[config.mk]
export PLATFORM = sky130hd
export DESIGN_NAME = cps_sequencer
export DESIGN_NICKNAME = d
export VERILOG_FILES = /design/src/hdl/cps_sequencer.v
export VERILOG_INCLUDE_DIRS = /design/src /design/src/hdl
export SDC_FILE = /design/constraint.sdc
export NUM_CORES = 1
export LEC_CHECK = 0
export BUFFER_PORTS_ARGS = -buffer_cell sky130_fd_sc_hd__buf_4
export CORE_ASPECT_RATIO = 0.7
export CORE_MARGIN = 5
export CORE_UTILIZATION = 45
export DETAILED_ROUTE_END_ITERATION = 10
export SYNTH_ARGS = -nofsm -noshare
export SYNTH_HDL_FRONTEND = slang
export SYNTH_SLANG_ARGS = --single-unit
[constraint.sdc]
create_clock -name SYS_CLK -period 8.7 [get_ports SYS_CLK]
set_clock_uncertainty 0.1 [all_clocks]
set_input_delay 0.87 -clock SYS_CLK [delete_from_list [all_inputs] [get_ports SYS_CLK]]
set_output_delay 0.87 -clock SYS_CLK [all_outputs]
set_load 0.01 [all_outputs]
[src/hdl/cps_defines.vh]
// constants for the converter power-on sequencer
// Operation
// - power-on always starts in hold-off, converter off
// - faults clear, enable delay runs, then soft-start
// - input low fault below offset minus setting
// - ldo fault holds hold-off, maskable by bit7
// - watchdog fault cleared by kick or period zero
// - overcurrent latches after 8/16 limit cycles
// - input overvoltage fault self-clears below threshold
// - overheat fault with 30 degree hysteresis, unmaskable
// - soft-start ramps, then regulation when output good
// - fault in soft-start returns to hold-off
// - major fault in regulation returns to hold-off
// - output below 3.0 V enters retry state
// - light-load shutdown only from buck after timeout
// - light-load shutdown held until power-on exits
// - retry keeps converter off 3 s, then restarts
// - enable polarity selectable, active high default
// - output-good low only when enabled and valid
// - interrupt low on unmasked status change
// - interrupt released by self-clearing clear bit
`ifndef CPS_DEFINES_VH
`define CPS_DEFINES_VH
// apb register byte offsets
`define CPS_REG_CTRL      8'h00
`define CPS_REG_CFG       8'h04
`define CPS_REG_THR       8'h08
`define CPS_REG_STATUS    8'h0c
`define CPS_REG_IRQ_MASK  8'h10
`define CPS_REG_IRQ_CLR   8'h14
// ctrl fields
`define CPS_CTRL_STANDBY  0
`define CPS_CTRL_WD_KICK  1
`define CPS_CTRL_IRQ_REL  2
// cfg fields
`define CPS_CFG_ENABLE_DELAY_FIELD_LO 0
`define CPS_CFG_WD_LO     2
`define CPS_CFG_SS        4
`define CPS_CFG_LL_LO     5
`define CPS_CFG_LDO_MASK  7
`define CPS_CFG_OC16      8
`define CPS_CFG_RESET     32'h0000_0000
// threshold fields: offset in [15:8], low setting in [7:0]
`define CPS_THR_RESET     32'h0000_4020
// sequencer state codes
`define CPS_ST_HOLD       3'h0
`define CPS_ST_DELAY      3'h1
`define CPS_ST_SOFT       3'h2
`define CPS_ST_REG        3'h3
`define CPS_ST_LIGHT      3'h4
`define CPS_ST_RETRY      3'h5
// timing in ms, clock rate and fault thresholds
`define CPS_CLK_HZ        25000000
`define CPS_RETRY_MS      3000
`define CPS_ENABLE_DELAY_FIELD_MS     1
`define CPS_SS_MS         2
`define CPS_LL_MS         8
`define CPS_WD_MS         100
`define CPS_OVT_C         160
`define CPS_HYST_C        30
`define CPS_OVP_DV        235
`endif

[src/hdl/cps_sequencer.v]
// power-on sequencer state machine with apb registers
`timescale 1ns/1ps
`include "cps_defines.vh"
module cps_sequencer
#(
	parameter RETRY_CYC = (`CPS_CLK_HZ / 1000) * `CPS_RETRY_MS,
	parameter DLY_UNIT  = (`CPS_CLK_HZ / 1000) * `CPS_ENABLE_DELAY_FIELD_MS,
	parameter SS_UNIT   = (`CPS_CLK_HZ / 1000) * `CPS_SS_MS,
	parameter LL_UNIT   = (`CPS_CLK_HZ / 1000) * `CPS_LL_MS,
	parameter WD_UNIT   = (`CPS_CLK_HZ / 1000) * `CPS_WD_MS
)
(
	// clock and reset
	input  wire        SYS_CLK,
	input  wire        RESET,
	// apb slave
	input  wire        PSEL,
	input  wire        PENABLE,
	input  wire        PWRITE,
	input  wire [7:0]  PADDR,
	input  wire [31:0] PWDATA,
	output reg  [31:0] PRDATA,
	output reg         PREADY,
	output reg         PSLVERR,
	// pins and analog indications
	input  wire        EN_PIN,
	input  wire        EN_ACTIVE_LOW,
	input  wire [7:0]  VIN_CODE,
	input  wire [7:0]  VIN_DV,
	input  wire [7:0]  DIE_TEMP_C,
	input  wire        LDO_FAULT,
	input  wire        SWITCH_AT_LIMIT,
	input  wire        OUT_IN_REG,
	input  wire        OUT_BELOW_UVP,
	input  wire        LIGHT_LOAD,
	input  wire        BUCK_MODE,
	// outputs
	output reg         CONV_EN,
	output reg         OUT_GOOD_OE,
	output reg         INT_OE,
	output reg  [2:0]  SEQ_STATE
);
	////////////////////////////////////////////////////////////////
	// pin synchronisers
	reg  [1:0] en_s, ldo_s, lim_s, reg_s, uvp_s, ll_s, buck_s;
	always @(posedge SYS_CLK)
	begin
		en_s   <= {en_s[0], EN_PIN};
		ldo_s  <= {ldo_s[0], LDO_FAULT};
		lim_s  <= {lim_s[0], SWITCH_AT_LIMIT};
		reg_s  <= {reg_s[0], OUT_IN_REG};
		uvp_s  <= {uvp_s[0], OUT_BELOW_UVP};
		ll_s   <= {ll_s[0], LIGHT_LOAD};
		buck_s <= {buck_s[0], BUCK_MODE};
	end
	// multi-bit codes are assumed quasi-static; two stages still applied
	reg [7:0] vin1, vin2, vdv1, vdv2, tmp1, tmp2;
	reg       pol1, pol2;
	always @(posedge SYS_CLK)
	begin
		vin1 <= VIN_CODE;
		vin2 <= vin1;
		vdv1 <= VIN_DV;
		vdv2 <= vdv1;
		tmp1 <= DIE_TEMP_C;
		tmp2 <= tmp1;
		pol1 <= EN_ACTIVE_LOW;
		pol2 <= pol1;
	end

	////////////////////////////////////////////////////////////////
	// registers
	reg        standby_r;
	reg [31:0] cfg_r, thr_r, irq_mask_r;
	reg        wd_kick_r, irq_rel_r;
	wire       wr = PSEL & PENABLE & PWRITE & ~PREADY;
	wire       rd = PSEL & PENABLE & ~PWRITE & ~PREADY;
	wire [1:0] enable_delay_field        = cfg_r[`CPS_CFG_ENABLE_DELAY_FIELD_LO +: 2];
	wire [1:0] wd_period                 = cfg_r[`CPS_CFG_WD_LO +: 2];
	wire       ss_long                   = cfg_r[`CPS_CFG_SS];
	wire [1:0] light_load_timeout_field  = cfg_r[`CPS_CFG_LL_LO +: 2];
	wire       ldo_fault_mask            = cfg_r[`CPS_CFG_LDO_MASK];
	wire [7:0] input_low_setting         = thr_r[7:0];
	wire [7:0] input_low_offset_setting  = thr_r[15:8];
	wire [31:0] status_w;

	// apb writes, one wait state; kick and release bits self-clear
	always @(posedge SYS_CLK)
	begin
		if (RESET)
		begin
			standby_r  <= 1'b0;
			cfg_r      <= `CPS_CFG_RESET;
			thr_r      <= `CPS_THR_RESET;
			irq_mask_r <= 32'h0000_0000;
			wd_kick_r  <= 1'b0;
			irq_rel_r  <= 1'b0;
			PREADY     <= 1'b0;
			PSLVERR    <= 1'b0;
			PRDATA     <= 32'h0000_0000;
		end
		else
		begin
			PREADY    <= PSEL & PENABLE & ~PREADY;
			PSLVERR   <= 1'b0;
			wd_kick_r <= 1'b0;
			irq_rel_r <= 1'b0;
			if (wr)
			begin
				case (PADDR)
				`CPS_REG_CTRL:
				begin
					standby_r <= PWDATA[`CPS_CTRL_STANDBY];
					wd_kick_r <= PWDATA[`CPS_CTRL_WD_KICK];
					irq_rel_r <= PWDATA[`CPS_CTRL_IRQ_REL];
				end
				`CPS_REG_CFG:      cfg_r      <= {23'h000000, PWDATA[8:0]};
				`CPS_REG_THR:      thr_r      <= {16'h0000, PWDATA[15:0]};
				`CPS_REG_IRQ_MASK: irq_mask_r <= {26'h0000000, PWDATA[5:0]};
				`CPS_REG_IRQ_CLR:  irq_rel_r  <= PWDATA[0];
				`CPS_REG_STATUS:   PSLVERR    <= 1'b0;
				default:           PSLVERR    <= 1'b1;
				endcase
			end
			if (rd)
			begin
				case (PADDR)
				`CPS_REG_CTRL:     PRDATA <= {31'h00000000, standby_r}; // release bits read zero
				`CPS_REG_CFG:      PRDATA <= cfg_r;
				`CPS_REG_THR:      PRDATA <= thr_r;
				`CPS_REG_STATUS:   PRDATA <= status_w;
				`CPS_REG_IRQ_MASK: PRDATA <= irq_mask_r;
				`CPS_REG_IRQ_CLR:  PRDATA <= 32'h0000_0000;
				default:
				begin
					PRDATA  <= 32'h0000_0000;
					PSLVERR <= 1'b1;
				end
				endcase
			end
		end
	end

	////////////////////////////////////////////////////////////////
	// power-on request: enable pin with polarity, standby overrides
	wire power_on = (en_s[1] ^ pol2) & ~standby_r;
	reg  power_on_d;
	always @(posedge SYS_CLK)
		power_on_d <= RESET ? 1'b0 : power_on;
	wire leave_power_on = power_on_d & ~power_on;

	////////////////////////////////////////////////////////////////
	// fault detection
	wire [8:0] uv_thr = {1'b0, input_low_offset_setting} - {1'b0, input_low_setting};
	wire uv_fault  = ~uv_thr[8] & ({1'b0, vin2} < uv_thr);
	wire ov_fault  = vdv2 > `CPS_OVP_DV;
	wire ldo_fault = ldo_s[1] & ~ldo_fault_mask;
	reg  ovt_r;
	reg  wd_fault_r;
	reg  oc_r;
	reg  [4:0] lim_cnt_r;
	wire [4:0] oc_lim = cfg_r[`CPS_CFG_OC16] ? 5'h10 : 5'h08;

	// overheat with hysteresis, no mask or clear
	always @(posedge SYS_CLK)
	begin
		if (RESET)
			ovt_r <= 1'b0;
		else if (tmp2 > `CPS_OVT_C)
			ovt_r <= 1'b1;
		else if (tmp2 <= (`CPS_OVT_C - `CPS_HYST_C))
			ovt_r <= 1'b0;
	end

	// overcurrent latch, cleared only leaving power-on; set wins
	always @(posedge SYS_CLK)
	begin
		if (RESET)
		begin
			oc_r      <= 1'b0;
			lim_cnt_r <= 5'h00;
		end
		else
		begin
			lim_cnt_r <= (lim_s[1] & CONV_EN) ? ((lim_cnt_r == oc_lim) ? lim_cnt_r : lim_cnt_r + 5'h01) : 5'h00;
			if (lim_cnt_r == oc_lim)
				oc_r <= 1'b1;
			else if (leave_power_on)
				oc_r <= 1'b0;
		end
	end

	// watchdog: counts period units, kick or zero period clears
	reg [31:0] wd_cnt_r;
	wire [31:0] wd_len = WD_UNIT * {30'h0, wd_period};
	always @(posedge SYS_CLK)
	begin
		if (RESET || wd_kick_r || wd_period == 2'h0)
		begin
			wd_cnt_r   <= 32'h0;
			wd_fault_r <= 1'b0;
		end
		else if (wd_cnt_r >= wd_len - 32'h1)
			wd_fault_r <= 1'b1;
		else
			wd_cnt_r <= wd_cnt_r + 32'h1;
	end

	wire any_fault = uv_fault | ov_fault | ldo_fault | ovt_r | wd_fault_r | oc_r;

	////////////////////////////////////////////////////////////////
	// sequencer
	reg [2:0]  st_r, st_nxt;
	reg [31:0] tmr_r;
	wire [31:0] dly_len = DLY_UNIT * ({30'h0, enable_delay_field} + 32'h1);
	wire [31:0] ss_len  = ss_long ? SS_UNIT * 32'h2 : SS_UNIT;
	wire [31:0] ll_len  = LL_UNIT * ({30'h0, light_load_timeout_field} + 32'h1);
	always @*
	begin
		st_nxt = st_r;
		case (st_r)
		`CPS_ST_HOLD:  if (!any_fault) st_nxt = `CPS_ST_DELAY;
		`CPS_ST_DELAY:
			if (any_fault)
				st_nxt = `CPS_ST_HOLD;
			else if (tmr_r >= dly_len - 32'h1)
				st_nxt = `CPS_ST_SOFT;
		`CPS_ST_SOFT:
			if (any_fault)
				st_nxt = `CPS_ST_HOLD;
			else if (tmr_r >= ss_len - 32'h1 && reg_s[1])
				st_nxt = `CPS_ST_REG;
		`CPS_ST_REG:
			if (any_fault)
				st_nxt = `CPS_ST_HOLD;
			else if (uvp_s[1])
				st_nxt = `CPS_ST_RETRY;
			else if (ll_s[1] && buck_s[1] && tmr_r >= ll_len - 32'h1)
				st_nxt = `CPS_ST_LIGHT;
		`CPS_ST_LIGHT: st_nxt = `CPS_ST_LIGHT;
		`CPS_ST_RETRY: if (tmr_r >= RETRY_CYC - 1) st_nxt = `CPS_ST_HOLD;
		default:       st_nxt = `CPS_ST_HOLD;
		endcase
	end

	// state and timer; timer restarts on each state change
	always @(posedge SYS_CLK)
	begin
		if (RESET || !power_on)
		begin
			st_r  <= `CPS_ST_HOLD;
			tmr_r <= 32'h0;
		end
		else
		begin
			st_r <= st_nxt;
			if (st_nxt != st_r)
				tmr_r <= 32'h0;
			else if (st_r == `CPS_ST_REG && !(ll_s[1] && buck_s[1]))
				tmr_r <= 32'h0; // light load must persist
			else if (tmr_r != 32'hffff_ffff)
				tmr_r <= tmr_r + 32'h1;
		end
	end

	////////////////////////////////////////////////////////////////
	// interrupt: latch on unmasked status change, hold while fault
	wire [5:0] flt = {oc_r, wd_fault_r, ovt_r, ldo_s[1], ov_fault, uv_fault};
	reg  [5:0] flt_d;
	reg        irq_r;
	wire       change = |((flt ^ flt_d) & ~irq_mask_r[5:0]);
	wire       active = |(flt & ~irq_mask_r[5:0]);
	always @(posedge SYS_CLK)
	begin
		if (RESET)
		begin
			flt_d <= 6'h00;
			irq_r <= 1'b0;
		end
		else
		begin
			flt_d <= flt;
			if (change)
				irq_r <= 1'b1;
			else if (irq_rel_r && !active)
				irq_r <= 1'b0;
		end
	end
	// 20 spare bits keep the word at exactly 32 bits
	assign status_w = {20'h00000, st_r, irq_r, flt, CONV_EN, OUT_GOOD_OE};

	// outputs straight from flip-flops
	always @(posedge SYS_CLK)
	begin
		if (RESET)
		begin
			CONV_EN     <= 1'b0;
			OUT_GOOD_OE <= 1'b0;
			INT_OE      <= 1'b0;
			SEQ_STATE   <= `CPS_ST_HOLD;
		end
		else
		begin
			CONV_EN     <= (st_r == `CPS_ST_SOFT) || (st_r == `CPS_ST_REG);
			OUT_GOOD_OE <= (st_r == `CPS_ST_REG) && reg_s[1];
			INT_OE      <= irq_r;
			SEQ_STATE   <= st_r;
		end
	end
endmodule

Yosys cells after proc, flatten, opt, wreduce, memory -nomap -nowiden
Cells that the tools add are included.
Operators by class
  equality and inequality tests: 13
  mux-type cells: 24
  $lt $le $gt $ge: 9
  $mul: 3
  add/subtract/negate cells: 10
  bitwise logic cells: 30
  reduce and logical (&&, ||, !) cells: 30
Operator list (count)
  >= comparator 32 bit: 4
  case mux 16 bit (5 select lines): 1
  adder 32 x 1 -> 32 bit, second input constant: 2
  >= comparator 32 x 27 -> 1 bit, second input constant: 1
  != test 32 bit, second input constant: 1
  multiplier 12 x 3 -> 15 bit, first input constant: 2
  two-way mux 3 bit: 9
  subtractor 24 x 1 -> 25 bit, second input constant: 1
  subtractor 21 x 1 -> 22 bit, second input constant: 1
  multiplier 17 x 2 -> 19 bit, first input constant: 1
  subtractor 18 x 1 -> 19 bit, second input constant: 1
  case mux 3 bit (6 select lines): 1
  OR reduction 6 bit: 3
  subtractor 17 x 1 -> 18 bit, second input constant: 1
  two-way mux 17 bit: 1
  equality test 8 x 4 -> 1 bit, second input constant: 2
  equality test 8 x 5 -> 1 bit, second input constant: 2
  > comparator 8 bit, second input constant: 2
  bitwise AND 6 bit: 2
  bitwise AND 1 bit: 11
  two-way mux 1 bit: 10
  less-than comparator 8 x 9 -> 1 bit: 1
  inverter 1 bit: 9
  subtractor 8 x 8 -> 9 bit: 1
  other kinds (25): 49
Word-level totals
  logic and storage cells: 157
  input port bits: 77
  register bits after elaboration: 221

Depth between registers and ports, before layout
Gate-level depths: netlist (run 1).
  depth in word-level cells: 12
  depth in mapped cells: 20
  depth with buffers taken out: 19

Least setup slack after synthesis (run 1)
No wires, ideal clock.
  path type: register to register
  start point: register cfg_r[5]
  end point: register tmr_r[1]
  data required time: 8.527 ns
  data arrival time: 3.981 ns
  library setup time: 0.073 ns
  clock period less this slack: 4.153 ns
  stages on the path, launching flop included: 16
  setup slack: 4.547 ns
  cell sequence: dfxtp_1 > clkbuf_1 > inv_1 > ha_1 > a21oi_1 > nand4_1 > ha_1 > nand4_1 > nor3_1 > a221oi_1 > nor3b_1 > a211oi_1 > o31ai_1 > mux2_4 > buf_6 > nor3b_2
On the way
  word-level cells in the longest chain between the ends: 11
Ends and longest elaborated chain
  start: declaration: line cps_sequencer.v:74  | reg [31:0] cfg_r, thr_r, irq_mask_r;
  start signal: assignment: line cps_sequencer.v:93  | cfg_r <= `CPS_CFG_RESET;
  start signal: assignment: line cps_sequencer.v:117  | `CPS_REG_CFG: cfg_r <= {23'h000000, PWDATA[8:0]};
  adder 2 x 1 -> 3 bit: line cps_sequencer.v:217  | wire [31:0] ll_len = LL_UNIT * ({30'h0, light_load_timeout_field} + 32'h1);
  multiplier 12 x 3 -> 15 bit: line cps_sequencer.v:217
  subtractor 21 x 1 -> 22 bit: line cps_sequencer.v:238  | else if (ll_s[1] && buck_s[1] && tmr_r >= ll_len - 32'h1)
  >= comparator 32 bit: line cps_sequencer.v:238
  logical AND 1 bit: line cps_sequencer.v:238
  two-way mux 3 bit: line cps_sequencer.v:238
  two-way mux 3 bit: line cps_sequencer.v:236  | else if (uvp_s[1])
  two-way mux 3 bit: line cps_sequencer.v:234  | if (any_fault)
  case mux 3 bit (6 select lines): line cps_sequencer.v:221  | case (st_r)
  != test 3 bit: line cps_sequencer.v:257  | if (st_nxt != st_r)
  OR reduction 3 bit (no source line)
  end signal: assignment: line cps_sequencer.v:262  | tmr_r <= tmr_r + 32'h1;
  end: declaration: line cps_sequencer.v:214  | reg [31:0] tmr_r;
Every way passes these cells.
A chain may end at the register's enable or synchronous reset.

Worst setup path after layout (run 1)
  start point: register cfg_r[5]
  end point: register tmr_r[6]
Same word-level chain as after synthesis.

==> flow_results.org, run 1 <==
** Yosys
- Count of mapped cells out of synthesis :: 1200
- Summing every instance area after synthesis gives 0.01057 mm².
- The share of synthesized area in the top cell type comes to 38.08%.
- Most numerous cell in the Yosys netlist :: dfxtp_1
- Leading post-synthesis cells by cell area :: dfxtp_1 (38%), ha_1 (14%), nand2_1 (4.5%)
- Flip-flop and latch count after synthesis :: 201
- Post-synth EDFFs :: 0
- The Yosys step of the flow raised 0 warnings.
- The biggest area contributor in the post-synthesis netlist is dfxtp_1.
- Sequential cells were found to cover 38.08% of the synthesized design area.
- In the synthesized netlist the dominant register cell turns out to be dfxtp_1.
- Cell types with the highest counts after synthesis :: dfxtp_1 (201), nand2_1 (127), ha_1 (120)
- Share of flip-flops with an asynchronous set or reset :: 0%
- In this run the mean area of a mapped cell was 8.805 µm².
- The synthesized netlist contains 75 unique library cells.

** Timing
- Number of hold violations in the final report :: 0
- Period utilisation layout :: 59.62%
- Hold Worst Slack :: 0.2250 ns
- For the pin with the worst max-slew slack, the measured transition is 1.254 ns.
- Setup_tns :: 0 ns
- For the finished layout, the period the worst path requires is 5.187 ns.
- Headroom to the max-slew limit :: 15.20%
- Fmax :: 0.1928 GHz
- Number of pins with negative max-slew slack in the final report :: 0
- Setup violations remaining at the end of the flow were counted as 0.
- Setup repair after global routing left no endpoint under its margin.

** Power and ir drop
- For this design the static power due to leakage is 0.004968 µW.
- Per report_power, the sequential group accounts for 47.3% of the total.
- Power Dens Cells :: 165.1 mW/mm²
- Net switching is 21.68% of the power.
- Summing internal, switching and leakage power gives 2005 µW.
- Cell-internal power :: 1571 µW
- Logic gate share of total power :: 3.8%
- Summed over all nets, the switching power comes to 434.8 µW.
- Clk network pwr share :: 48.9%
- Worst voltage drop across the vdd grid :: 0.0001790 V

** Worst setup path
- Crit path max-delay cell type :: dfxtp_1
- Register-to-register setup slack :: 3.51 ns
- Crit-path cells :: inv_1 -> ha_1 -> a21oi_1 -> nand4_1 -> ha_1 -> nand4_1 -> nor3_1 -> a221oi_1 -> nor3b_1 -> a211oi_1 -> o31ai_1 -> mux2_4 -> nor4b_2
- The kind of cell with the highest combined delay along the critical path is simple AND/OR/NAND/NOR gates.
- For the worst setup path, the data required time is 9.02 ns.
- Nature of the critical path endpoint :: flip-flop
- Measured in cells, the most critical reg-to-reg path has a length of 13.
- By startpoint and endpoint, the worst setup path is classified as flip-flop to flip-flop.
- Top fanout value on the critical path :: 32
- STA classifies the critical path startpoint as a flip-flop.
- In this run the critical register-to-register path is launched from cfg_r[5]$_SDFFE_PP0P_.
- Largest incremental delay on the critical path :: 0.61 ns
- For the worst setup path, the data arrival time is 5.51 ns.
- The number of buffers and inverters on the critical path is 1.
- In this run the critical register-to-register path is captured at tmr_r[6]$_SDFFE_PP0P_.
- The critical path crosses 13 cells after its start point.

** Placed design
- RePlAce Congestion :: 0.8813
- Once placement completed, the tool counted placed cells totaling 1558.
- Buffers placed on the I/O ports in this run total 82.
- The HPWL after detailed placement is 19750 µm.

** Clock tree
- After clock tree synthesis, the flow added hold-fix buffers numbering 0.
- H-tree levels :: 1
- The longest clock path from root to sink contains 3 buffers.
- Clock tree from TritonCTS :: yes
- The clock reaches the later pin of the worst-skew pair after 0.51 ns.
- Postcts setup bufs :: 0
- Clock-pin slew was measured on the worst setup and hold paths at 0.07 ns.
- CTS Root Cell :: clkbuf_16
- CTS saw 201 sinks.
- Resize count post-CTS :: 0
- TritonCTS created 21 clock buffers.

** GRT
- Via count of the first global-routing pass :: 8118
- Entering global routing, the biggest net connects 71 pins.
- Total global-route track usage :: 19.40%
- The first global-routing pass estimated 42980 µm of wire.
- Residual overflow from global routing :: 0
- The initial antenna violation count is 0.

** Hold path
- The path class of the tightest hold or removal check is flip-flop to flip-flop.
- Hold-critical path endpoint :: tmp2[4]$_DFF_P_
- The worst hold path begins at tmp1[4]$_DFF_P_.
- Counting instances, the worst hold path has a depth of 0.

** Floorplan
- In this run the horizontal extent of the chip is 193.2 µm.
- 117 I/O pins were placed.
- The die is 138.2 µm tall.
- The core region is 0.02291 mm².
- Die area :: 0.02669 mm²
- Once the floorplan was initialized, standard cells occupied 46.13% of the core.
- In this run the core area contains 46 standard-cell rows.

** Cells and area
- Area used by multi-input combinational logic :: 0.006153 mm²
- Of the cells placed in the final design, the portion with a size suffix greater than 1 is 10.98%.
- Sequential Area :: 0.004024 mm²
- The final layout contains 1467 nets.
- Layout-stage area growth over the synthesis result :: 14.93%
- Number of standard cells in the final layout excluding fillers :: 1596
- Fill cells in the final layout number 2204.
- Antenna diode count :: 0

** Route
- The detailed router finished its first iteration with 609 violations.
- In the routed design, unresolved DRC markers number 0.
- Antenna violation net count after detailed routing :: 0
- The routed layout has 8737 vias.
- For this block, the routed nets add up to 26380 µm of wire.
- After detailed routing, the number of vias per cell comes to 5.474.
- Count of TritonRoute iterations in the first routing pass :: 7
- Mean routed wirelength per cell :: 16.53 µm

** Flow run
- Across the run, the number of max-cap violations was 0.

** Run status
- Status :: complete, no violations
## kinds of logic (layout without fill, tap and decap cells)
family,count (synthesis),in the layout,share of synthesized area [%]
compound gates,244,244,14.98
xor+xnor,67,67,5.554
fa+ha+maj,121,121,14.40
buf+inv,102,171,4.322
flops,201,201,38.08
mux,20,20,2.060
other cells,1,16,0.03549
simple gates,444,444,20.57
## power by group through the flow
stage          combinational, µW  sequential (µW)  clock [µW]
2_1_floorplan               48.2              965           0
3_3_place_gp                76.3              968           0
3_5_place_dp                76.7              969           0
4_1_cts                     76.9              948        1010
5_1_grt                     85.0              949        1040
6_report                    77.0              948         980
## registers in the layout (all words and copies together), names as in the netlist, 2 cells and up
name	flops
en_s	2
PRDATA	16
buck_s	2
lim_cnt_r	5
irq_mask_r	6
ll_s	2
tmp2	8
uvp_s	2
SEQ_STATE	3
vdv2	6
vdv1	6
vin2	8
vin1	8
cfg_r	9
st_r	3
reg_s	2
tmp1	8
thr_r	16
ldo_s	2
wd_cnt_r	32
lim_s	2
flt_d	6
tmr_r	32
## through the flow
step / instance area (µm²) / utilization, % / worst slack, ns
floorplan: 10620 / - / 4.547
global placement: 11380 / 49.67 / 3.579
CTS: 12140 / 53.02 / 3.479
finish: 12140 / 53.02 / 3.513
detailed placement: 11380 / 49.67 / 3.508
global route: 12140 / 53.02 / 3.076
## cell type report
type	count	area share, %
multi-input cells	912	50.67
clock inverters	13	1.525
clock buffers	25	4.781
well taps	312	3.215
repair buffers	83	5.131
inverters	50	1.545
flip-flops and latches	201	33.13
## cells in the final DEF (no fill, tap or decap), types with 4 or more instances in the layout
cell type / synthesis / final
or4_1: 5 / 5
mux2i_1: 18 / 18
clkbuf_16: 0 / 21
nor2b_1: 12 / 12
o21ai_0: 47 / 47
inv_1: 50 / 50
o21a_1: 5 / 5
a211oi_1: 14 / 14
and3_1: 12 / 12
a21oi_1: 89 / 89
conb_1: 1 / 16
o31ai_1: 7 / 7
buf_4: 16 / 83
and2_1: 9 / 9
ha_1: 120 / 120
nand2b_1: 5 / 5
and4_1: 5 / 5
nand2_1: 127 / 127
nor4_1: 9 / 9
nor2_1: 119 / 119
xnor2_1: 50 / 50
nor3b_1: 6 / 6
a221oi_1: 4 / 4
nand3_1: 54 / 54
a222oi_1: 5 / 5
xor2_1: 17 / 17
nor3b_2: 5 / 5
clkbuf_8: 0 / 4
a31oi_1: 6 / 5
a21o_1: 14 / 14
or3_1: 12 / 12
bufinv_16: 0 / 4
nor3_1: 18 / 17
nand4b_1: 5 / 5
a2111oi_0: 5 / 5
dfxtp_1: 201 / 201
clkinvlp_4: 0 / 5
nand3b_1: 4 / 4
nand4_1: 28 / 28
o211ai_1: 8 / 8
## metal layers
layer / up-vias / track usage, % / routed length [µm]
met1: 4072 / 30.35 / 13140
met3: 45 / 3.674 / 1881
li1: 4395 / - / -
met4: 0 / 4.283 / 520
met2: 225 / 27.47 / 10850
met5: - / 0 / 0
## worst max-delay path by stage
stage	from	to	slack (ns)
CTS	cfg_r[5]$_SDFFE_PP0P_	tmr_r[0]$_SDFFE_PP0P_	3.48
floorplan	cfg_r[5]$_SDFFE_PP0P_	tmr_r[1]$_SDFFE_PP0P_	4.55
global placement	cfg_r[5]$_SDFFE_PP0P_	tmr_r[6]$_SDFFE_PP0P_	3.58
detailed placement	cfg_r[5]$_SDFFE_PP0P_	tmr_r[0]$_SDFFE_PP0P_	3.51
finish	cfg_r[5]$_SDFFE_PP0P_	tmr_r[6]$_SDFFE_PP0P_	3.51
global route	cfg_r[5]$_SDFFE_PP0P_	tmr_r[6]$_SDFFE_PP0P_	3.08
Note: power is estimated with default switching activity, not from simulation.
==> inputs of run 2 (changes only) <==
--- a/config.mk
+++ b/config.mk
@@ -6,11 +6,13 @@
 export SDC_FILE = /design/constraint.sdc
 export NUM_CORES = 1
 export LEC_CHECK = 0
+export ABC_AREA = 1
 export BUFFER_PORTS_ARGS = -buffer_cell sky130_fd_sc_hd__buf_4
 export CORE_ASPECT_RATIO = 0.7
 export CORE_MARGIN = 5
 export CORE_UTILIZATION = 45
 export DETAILED_ROUTE_END_ITERATION = 10
+export PLACE_DENSITY = 0.66
 export SYNTH_ARGS = -nofsm -noshare
 export SYNTH_HDL_FRONTEND = slang
 export SYNTH_SLANG_ARGS = --single-unit
==> constraint.sdc (replaced) <==
create_clock -name SYS_CLK -period 4.3 [get_ports SYS_CLK]
set_clock_uncertainty 0.1 [all_clocks]
set_input_delay 0.43 -clock SYS_CLK [delete_from_list [all_inputs] [get_ports SYS_CLK]]
set_output_delay 0.43 -clock SYS_CLK [all_outputs]
set_load 0.01 [all_outputs]
==> run 2 against run 1 <==
- register-to-register slack worse by 3.1 ns
- via count grew 13%
- synthesized cell count is 24% higher
- clock-buffer cell count increased by 5
- critical path type unchanged
- largest power group unchanged
==> flow_results.org, run 2 <==
** Placed design
- Number of placed cells counting well taps :: 1884 (+21%)
- RePlAce Congestion :: 0.8857 (+0.50%)
- The minimum setup slack after placement came to 0.3194 ns (-3.188 ns).
- The number of port buffers was 82 (unchanged).
- Cell area reported after detailed placement :: 0.01208 mm² (+6.2%)
- HPWL Detailed :: 21490 µm (+8.8%)

** Yosys
- Portion of the post-synthesis area used by sequential elements :: 36.13% (-2.0 points)
- Proportion of netlist area held by the largest area contributor :: 36.13% (-2.0 points)
- Post-synth EDFFs :: 0 (unchanged)
- Sorting the synthesized cells by how often they occur yields nand2_1 (303), dfxtp_1 (201), inv_1 (167).
- The largest total area in the synthesized netlist belongs to dfxtp_1.
- Cell variety after synth :: 43 (-43%)
- Yosys instantiated no cell more often than nand2_1.
- Count of mapped cells out of synthesis :: 1491 (+24%)
- The synthesis-stage register bit count was 201 (unchanged).
- The post-synthesis instance area was 0.01114 mm² (+5.4%).
- Yosys warnings :: 0 (unchanged)
- Leading post-synthesis cells by cell area :: dfxtp_1 (36%), ha_1 (13%), nand2_1 (10%)
- Share of flip-flops with an asynchronous set or reset :: 0% (unchanged)
- In the synthesized netlist the dominant register cell turns out to be dfxtp_1.
- The average cell area after synthesis is 7.469 µm² (-15%).

** Cells and area
- Area used by multi-input combinational logic :: 0.006281 mm² (+2.1%)
- Most common cell after layout, fill and taps aside :: nand2_1
- Antenna diode count :: 0 (unchanged)
- Relative to the synthesized area, the layout overhead comes to 18.21%.
- Fillers :: 2336 (+6.0%)
- Largest registers :: tmr_r x32, wd_cnt_r x32
- Sequential Area :: 0.004025 mm² (about the same)
- The design area was 0.01317 mm² (+8.4%).
- The net total in the final layout was 1812 (+24%).
- Share of final-layout standard cells stronger than drive strength 1 :: 10.80% (-0.18 points)
- The library cells used most frequently in the layout, excluding fill and tap cells, are nand2_1 (303), dfxtp_1 (200), inv_1 (167).
- Number of standard cells in the final layout excluding fillers :: 1955 (+22%)

** Hold path
- Worst hold path class :: primary input to flip-flop
- In this run the most critical hold path is launched from PWDATA[13].
- The cell depth of the worst min-delay path is 3 (+3).
- For hold timing, the worst endpoint is thr_r[13]$_SDFFE_PP0P_.

** Clock tree
- Number of clock sinks :: 201 (unchanged)
- The number of buffers created by CTS came to 22 (+4.8%).
- Worst skew pair latency :: 0.54 ns (+0.03 ns)
- Clock tree from TritonCTS :: yes
- The count of buffers added by post-CTS timing repair for setup came to 0 (unchanged).
- The post-CTS clock slew at the launch and capture registers of the worst setup and hold paths was 0.06 ns (about the same).
- Clk buf depth :: 3 (unchanged)
- H-tree levels :: 1 (unchanged)
- CTS Root Cell :: clkbuf_16

** Worst setup path
- The worst setup path is captured at a flip-flop.
- The data arrival time at the worst-slack endpoint is 4.18 ns (-1.33 ns).
- The startpoint identified for the worst register-to-register timing path is cfg_r[0]$_SDFFE_PP0P_.
- Cell type with the highest occurrence count on the critical path :: nand2_1
- Crit path max-delay cell type :: ha_1
- The worst setup path is launched from a flip-flop.
- Largest incremental delay on the critical path :: 0.36 ns (-0.25 ns)
- The worst register-to-register path ends at tmr_r[1]$_SDFFE_PP0P_.
- The number of buffers and inverters on the critical path was 4 (+3).
- Number of cell instances on the worst register-to-register path :: 26 (+13)
- Cell family with the largest share of critical-path delay :: simple AND/OR/NAND/NOR gates
- The top fanout value on the critical path was 32 (unchanged).
- Setup CP Type :: flip-flop to flip-flop
- The internal reg-to-reg setup slack came to 0.44 ns (-3.07 ns).
- Required time of the worst setup path :: 4.62 ns (-4.40 ns)

** Floorplan
- The placement row count came to 48 (+4.3%).
- I/O pin total :: 117 (unchanged)
- The width of the die was 198.0 µm (+2.5%).
- DIE HEIGHT :: 141.6 µm (+2.5%)
- The placeable core region is 0.02450 mm² (+7.0%).
- Die area :: 0.02805 mm² (+5.1%)
- The initial cell density of the core was 45.45% (-0.68 points).

** Timing
- Hold Worst Slack :: 0.01667 ns (-0.2083 ns)
- Period utilisation layout :: 89.74% (+30 points)
- Number of pins with negative max-slew slack in the final report :: 0 (unchanged)
- Fmax :: 0.2591 GHz (+34%)
- The worst-case headroom to the max-slew limit was 47.86% (+33 points).
- The number of hold violations in the final report came to 0 (unchanged).
- The final count of negative-setup-slack endpoints is 0 (unchanged).
- RSZ-0062 raised after global routing :: false
- Transition at the pin with the smallest max-transition slack :: 0.7772 ns (-0.4772 ns)
- The setup total negative slack was 0 ns (unchanged).
- Crit path setup slack, layout :: 0.4412 ns (-3.071 ns)
- The clock period minus final worst setup slack came to 3.859 ns (-1.329 ns).

** GRT
- The largest net degree at the start of global routing is 39 (-45%).
- Number of antenna violations at the first check in global routing :: 0 (unchanged)
- The total global routing track utilization is 20.27% (+0.87 points).
- Via count of the first global-routing pass :: 9252 (+14%)
- Global-route wire length before repair :: 47120 µm (+9.6%)
- Residual overflow from global routing :: 0 (unchanged)

** Power and ir drop
- The leakage power is 0.005733 µW (+15%).
- Switching power summed over all nets :: 922.7 µW (+110%)
- The clock share of power came to 48.9% (about the same).
- Power Dens Cells :: 309.9 mW/mm² (+88%)
- Logic gate share of total power :: 4.2% (+0.4 points)
- The share of total power consumed by net switching is 22.62% (+0.94 points).
- Worst voltage drop across the vdd grid :: 0.0003122 V (+74%)
- Part of the power in registers :: 46.9% (-0.4 points)
- The internal power was 3157 µW (+100%).

** Route
- DRC :: 0 (unchanged)
- The via count normalized by instance count was 5.072 (-7.4%).
- Antenna violation net count after detailed routing :: 0 (unchanged)
- The count of routing violations after the opening detailed-route iteration came to 736 (+21%).
- Mean routed wirelength per cell :: 14.60 µm (-12%)
- The total via count after detailed routing is 9915 (+13%).
- The wire length after detailed routing is 28540 µm (+8.2%).
- The first-pass iteration count of the detailed router was 5 (-2).

** Flow run
- Max-cap check violation count :: 0 (unchanged)

** Run status
- The flow ran to the end, and the final reports show no timing, DRC or antenna violations.
==> run 2: cell count changes in the layout (fill, tap and decap cells not counted), sizes merged, moves of 18 or more <==
cell / previous run / this run
nand2: 127 / 304
inv: 51 / 171
nor2: 119 / 197
xor2: 17 / 51
nor3: 18 / 50
dlygate4sd3: 0 / 31
xnor2: 50 / 19
o21ai: 48 / 77
a21oi: 89 / 110
mux2i: 18 / 0
==> run 2: worst max path at each step <==
stage                                     start                     end  slack, ns  depth (start not counted)
after floorplan           cfg_r[0]$_SDFFE_PP0P_  tmr_r[14]$_SDFFE_PP0P_       0.62                         26
after global placement    cfg_r[5]$_SDFFE_PP0P_   tmr_r[1]$_SDFFE_PP0P_       0.37                         22
after detailed placement  cfg_r[5]$_SDFFE_PP0P_   tmr_r[0]$_SDFFE_PP0P_       0.32                         23
after CTS                 cfg_r[5]$_SDFFE_PP0P_   tmr_r[0]$_SDFFE_PP0P_       0.29                         23
after global routing      cfg_r[0]$_SDFFE_PP0P_   tmr_r[0]$_SDFFE_PP0P_       0.05                         26
final                     cfg_r[0]$_SDFFE_PP0P_   tmr_r[1]$_SDFFE_PP0P_       0.44                         26
==> run 2: through the flow <==
step,total power (µW),util (%)
final,4079,53.73
after global routing,4232,53.73
after CTS,4120,53.72
after detailed placement,2104,49.30
after global placement,2101,49.30
after floorplan,2040,-
==> run 2: kinds of logic after synthesis <==
group | share of synthesized area (%)
xor+xnor | 5.505
simple gates | 25.47
other cells | 0.03367
fa+ha+maj | 13.66
flops | 36.13
compound gates | 11.22
buf+inv | 7.977
==> run 2: power groups by stage <==
stage	sequential (µW)	clock (µW)	combinational, µW
2_1_floorplan	1950	0	88.8
3_3_place_gp	1950	0	146
3_5_place_dp	1960	0	148
4_1_cts	1910	2030	171
5_1_grt	1920	2130	190
6_report	1910	1990	172
==> run 2: area by class of cell <==
type	instances	area share, %
Timing Repair Buffer	125	7.812
Tap cell	325	3.089
Inverter	173	4.933
Clock buffer	30	4.866
Clock inverter	10	1.017
Multi-Input combinational cell	1091	47.71
Sequential cell	201	30.57
==> run 2: per-layer routing <==
| layer | global-route usage, % | up-vias | part of all wire [%] |
|---|---|---|---|
| li1 | - | 5105 | - |
| met1 | 30.69 | 4478 | 50 |
| met2 | 30.22 | 291 | 41 |
| met3 | 3.513 | 41 | 6.5 |
| met4 | 4.382 | 0 | 2.0 |
| met5 | 0 | - | 0 |
==> run 2: tightest hold or removal path: stages <==
cell and delay, ns:
buf_4 0.08, nor2_1 0.03, nor2_1 0.08
==> run 2: timing repair <==
item | CTS | global route
resized for setup | 0 | 1
endpoints found under the hold margin | 31 | 0
hold buffers | 31 | 0
setup endpoints to repair | 0 | 32
==> inputs of run 3 (changes only) <==
--- a/config.mk
+++ b/config.mk
@@ -12,7 +12,6 @@
 export CORE_MARGIN = 5
 export CORE_UTILIZATION = 45
 export DETAILED_ROUTE_END_ITERATION = 10
-export PLACE_DENSITY = 0.66
 export SYNTH_ARGS = -nofsm -noshare
 export SYNTH_HDL_FRONTEND = slang
 export SYNTH_SLANG_ARGS = --single-unit
==> constraint.sdc (replaced) <==
create_clock -name SYS_CLK -period 3.8 [get_ports SYS_CLK]
set_clock_uncertainty 0.1 [all_clocks]
set_input_delay 0.38 -clock SYS_CLK [delete_from_list [all_inputs] [get_ports SYS_CLK]]
set_output_delay 0.38 -clock SYS_CLK [all_outputs]
set_load 0.01 [all_outputs]
==> run 3 against run 2 <==
- sequential power increased by 13%
- cell count increased by 0.92%
- register-to-register slack got worse by 0.33 ns
- critical endpoint is now tmr_r[27]$_SDFFE_PP0P_
- non-clock buffer count increased by 20
- clock power increased by 6%
- routed wire length increased by 3.8%
==> flow_results.org, run 3 (same netlist as run 2, synthesis figures left out) <==
** Worst setup path
- Setup CP Type :: flip-flop to flip-flop
- Source of the worst register-to-register timing path :: cfg_r[1]$_SDFFE_PP0P_
- The top fanout value on the critical path came to 8 (-75%).
- The worst setup path is captured at a flip-flop.
- Start point of the critical path :: cfg_r[1]$_SDFFE_PP0P_
- Required time of the worst setup path :: 4.16 ns (-0.46 ns)
- For this design, the slowest cell found on the critical path is dfxtp_2.
- The worst setup path is launched from a flip-flop.
- The largest stage delay on the critical path came to 0.32 ns (-0.04 ns).
- Cell family with the largest share of critical-path delay :: simple AND/OR/NAND/NOR gates
- Crit path buf inv count :: 5 (+1)
- The data arrival time at the worst-slack endpoint was 4.04 ns (-0.14 ns).

** Cells and area
- The ratio of cells with drive above 1 in the final layout came to 12.92% (+2.1 points).
- Most frequent cells in the layout :: nand2_1 (300), dfxtp_1 (198), inv_1 (162)
- The library cell used most frequently in the layout, excluding fill and tap cells, is nand2_1.
- The number of diodes was 0 (unchanged).
- The largest registers in the layout are tmr_r x32, wd_cnt_r x32.
- Total number of nets in the final design :: 1832 (+1.1%)
- Compared with the post-synthesis result, the final layout area differs by 21.68%.

** Route
- The via count normalized by instance count is 5.099 (+0.55%).
- Antenna violation net count after detailed routing :: 0 (unchanged)
- The wire length after detailed routing came to 29620 µm (+3.8%).
- The count of routing violations after the opening detailed-route iteration came to 800 (+8.7%).
- The first-pass iteration count of the detailed router was 5 (unchanged).
- Mean routed wirelength per cell :: 15.01 µm (+2.8%)
- Vias post-DR :: 10060 (+1.5%)
- DRC :: 0 (unchanged)

** Clock tree
- Clk buf depth :: 3 (unchanged)
- The post-CTS clock slew at the launch and capture registers of the worst setup and hold paths is 0.07 ns (about the same).
- H-tree levels :: 1 (unchanged)
- CTS Root Cell :: clkbuf_16
- The clock latency at the later pin of the worst-skew pair is 0.52 ns (-0.02 ns).
- TritonCTS built the clock tree.
- The clock sink count is 201 (unchanged).
- Number of buffers added by the clock tree synthesis step :: 22 (unchanged)

** GRT
- Total global-route track usage :: 20.52% (+0.25 points)
- The largest net degree at the start of global routing came to 36 (-7.7%).
- The initial antenna violation count came to 0 (unchanged).
- Via count of the first global-routing pass :: 9042 (-2.3%)
- Global-route wire length before repair :: 47550 µm (+0.92%)
- Residual overflow from global routing :: 0 (unchanged)

** Flow run
- Max-cap check violation count :: 0 (unchanged)

** Power and ir drop
- Worst voltage drop across the vdd grid :: 0.0004023 V (+29%)
- The leakage power was 0.005850 µW (+2.0%).
- Power Dens Cells :: 332.0 mW/mm² (+7.2%)

** Floorplan
- The width of the die was 198.0 µm (unchanged).
- Die area :: 0.02805 mm² (unchanged)
- Initial Util :: 45.45% (unchanged)
- DIE HEIGHT :: 141.6 µm (unchanged)
- I/O pin total :: 117 (unchanged)
- The placeable core region was 0.02450 mm² (unchanged).
- The placement row count is 48 (unchanged).

** Placed design
- Pre-CTS WS :: -0.01661 ns (-0.3360 ns)
- HPWL Detailed :: 21960 µm (+2.2%)
- IO Port Bufs :: 82 (unchanged)
- The last weighted congestion value of the routability-driven placer was 0.9081 (+2.5%).

** Timing
- The clock period minus final worst setup slack is 3.685 ns (-0.1741 ns).
- The share of the clock period used by the worst path after layout was 96.97% (+7.2 points).
- Setup repair after global routing could not meet its margin everywhere.
- Number of hold violations in the final report :: 0 (unchanged)
- Setup_tns :: 0 ns (unchanged)
- The least setup slack across all paths after layout was 0.1153 ns (-0.3259 ns).
- The final count of negative-setup-slack endpoints came to 0 (unchanged).
- Number of pins with negative max-slew slack in the final report :: 0 (unchanged)
- Fmax :: 0.2714 GHz (+4.7%)
- The transition time at the pin with the least slew margin came to 0.8538 ns (+0.07654 ns).
- Headroom to the max-slew limit :: 43.02% (-4.8 points)

** Hold path
- Hold wc startpoint :: PWDATA[4]
- The min-delay analysis places its worst path in the category primary input to flip-flop.

** Run status
- The flow ran to the end, and the final reports show no timing, DRC or antenna violations.
## run 3: changes by cell type in the layout (fill, tap and decap cells not counted), moves of 4 or more
cell / change
dlygate4sd3_1: +7
buf_4: +9
nor2_1: -4
ha_4: +4
nor2_2: -15
clkbuf_8: -4
nor2_4: +19
inv_2: +4
inv_1: -5
ha_1: -4
## run 3: final cells by class
class	count	area, µm²
sequential	201	4028
inverter	173	651.9
fill	2327	10950
clock inverter	12	127.6
multi-input combinational	1091	6497
tap	325	406.6
clock buffer	26	585.6
timing repair buffer	145	1255
## run 3: worst reg2reg max path, cell delays in order (launching register included)
cell and delay (ns):
dfxtp_2 0.32, inv_1 0.10, ha_4 0.22, xnor2_1 0.12, ha_1 0.28, nor3_2 0.20
xor2_1 0.19, xor2_1 0.17, inv_1 0.08, ha_4 0.22, nand2_2 0.05, inv_1 0.03
o21bai_1 0.11, nand2_1 0.07, a21oi_1 0.14, nand2_1 0.11, nand2_2 0.13, nand3_2 0.06
nand4_1 0.09, nand2_1 0.05, inv_1 0.05, nand2_1 0.06, nor2_2 0.16, nand3_4 0.19
clkbuf_16 0.25, nor2_2 0.08
## run 3: path summary, 6_finish.rpt
path         slack [ns]  cells after the start                    endpoint
min reg2reg        0.23                      0            ldo_s[1]$_DFF_P_
max                0.12                     25      tmr_r[27]$_SDFFE_PP0P_
min                0.03                      3  irq_mask_r[4]$_SDFFE_PP0P_
max reg2reg        0.12                     25      tmr_r[27]$_SDFFE_PP0P_
## run 3: power by group
group          switching, µW  leakage (µW)  internal (µW)  total, µW
combinational            118       0.00387            112        230
sequential              15.5       0.00165           2150       2160
clock                    918      0.000338           1190       2100
total                   1050       0.00585           3450       4500
## run 3: stage by stage
stage | util (%) | total power [µW] | instance area [µm²] | instances | hold WS (ns)
6_report | 55.31 | 4499 | 13550 | 1973 | 0.03011
5_1_grt | 55.31 | 4681 | 13550 | 1973 | 0.02358
4_1_cts | 54.11 | 4528 | 13260 | 1967 | 0.01828
3_5_place_dp | 49.48 | 2378 | 12120 | 1890 | 0.2121
3_3_place_gp | 49.48 | 2377 | 12120 | 1890 | 0.2108
2_1_floorplan | - | 2309 | 11190 | 1506 | 0.2096
## run 3: per-layer routing
| metal | wire [µm] | vias to the layer above | global-route usage, % | share of wire, % |
|---|---|---|---|---|
| li1 | - | 5149 | - | - |
| met1 | 15170 | 4563 | 32.78 | 51 |
| met2 | 11840 | 311 | 28.79 | 40 |
| met3 | 2209 | 38 | 4.083 | 7.5 |
| met4 | 400 | 0 | 3.042 | 1.4 |
| met5 | 0 | - | 0 | 0 |
## run 3: repair_timing
action,CTS,global route
gates resized for setup,3,52
hold endpoints to repair,38,0
pin swaps,0,12
endpoints found under the setup margin,32,32
cloned,1,2
setup buffers,0,4
hold buffers,38,0
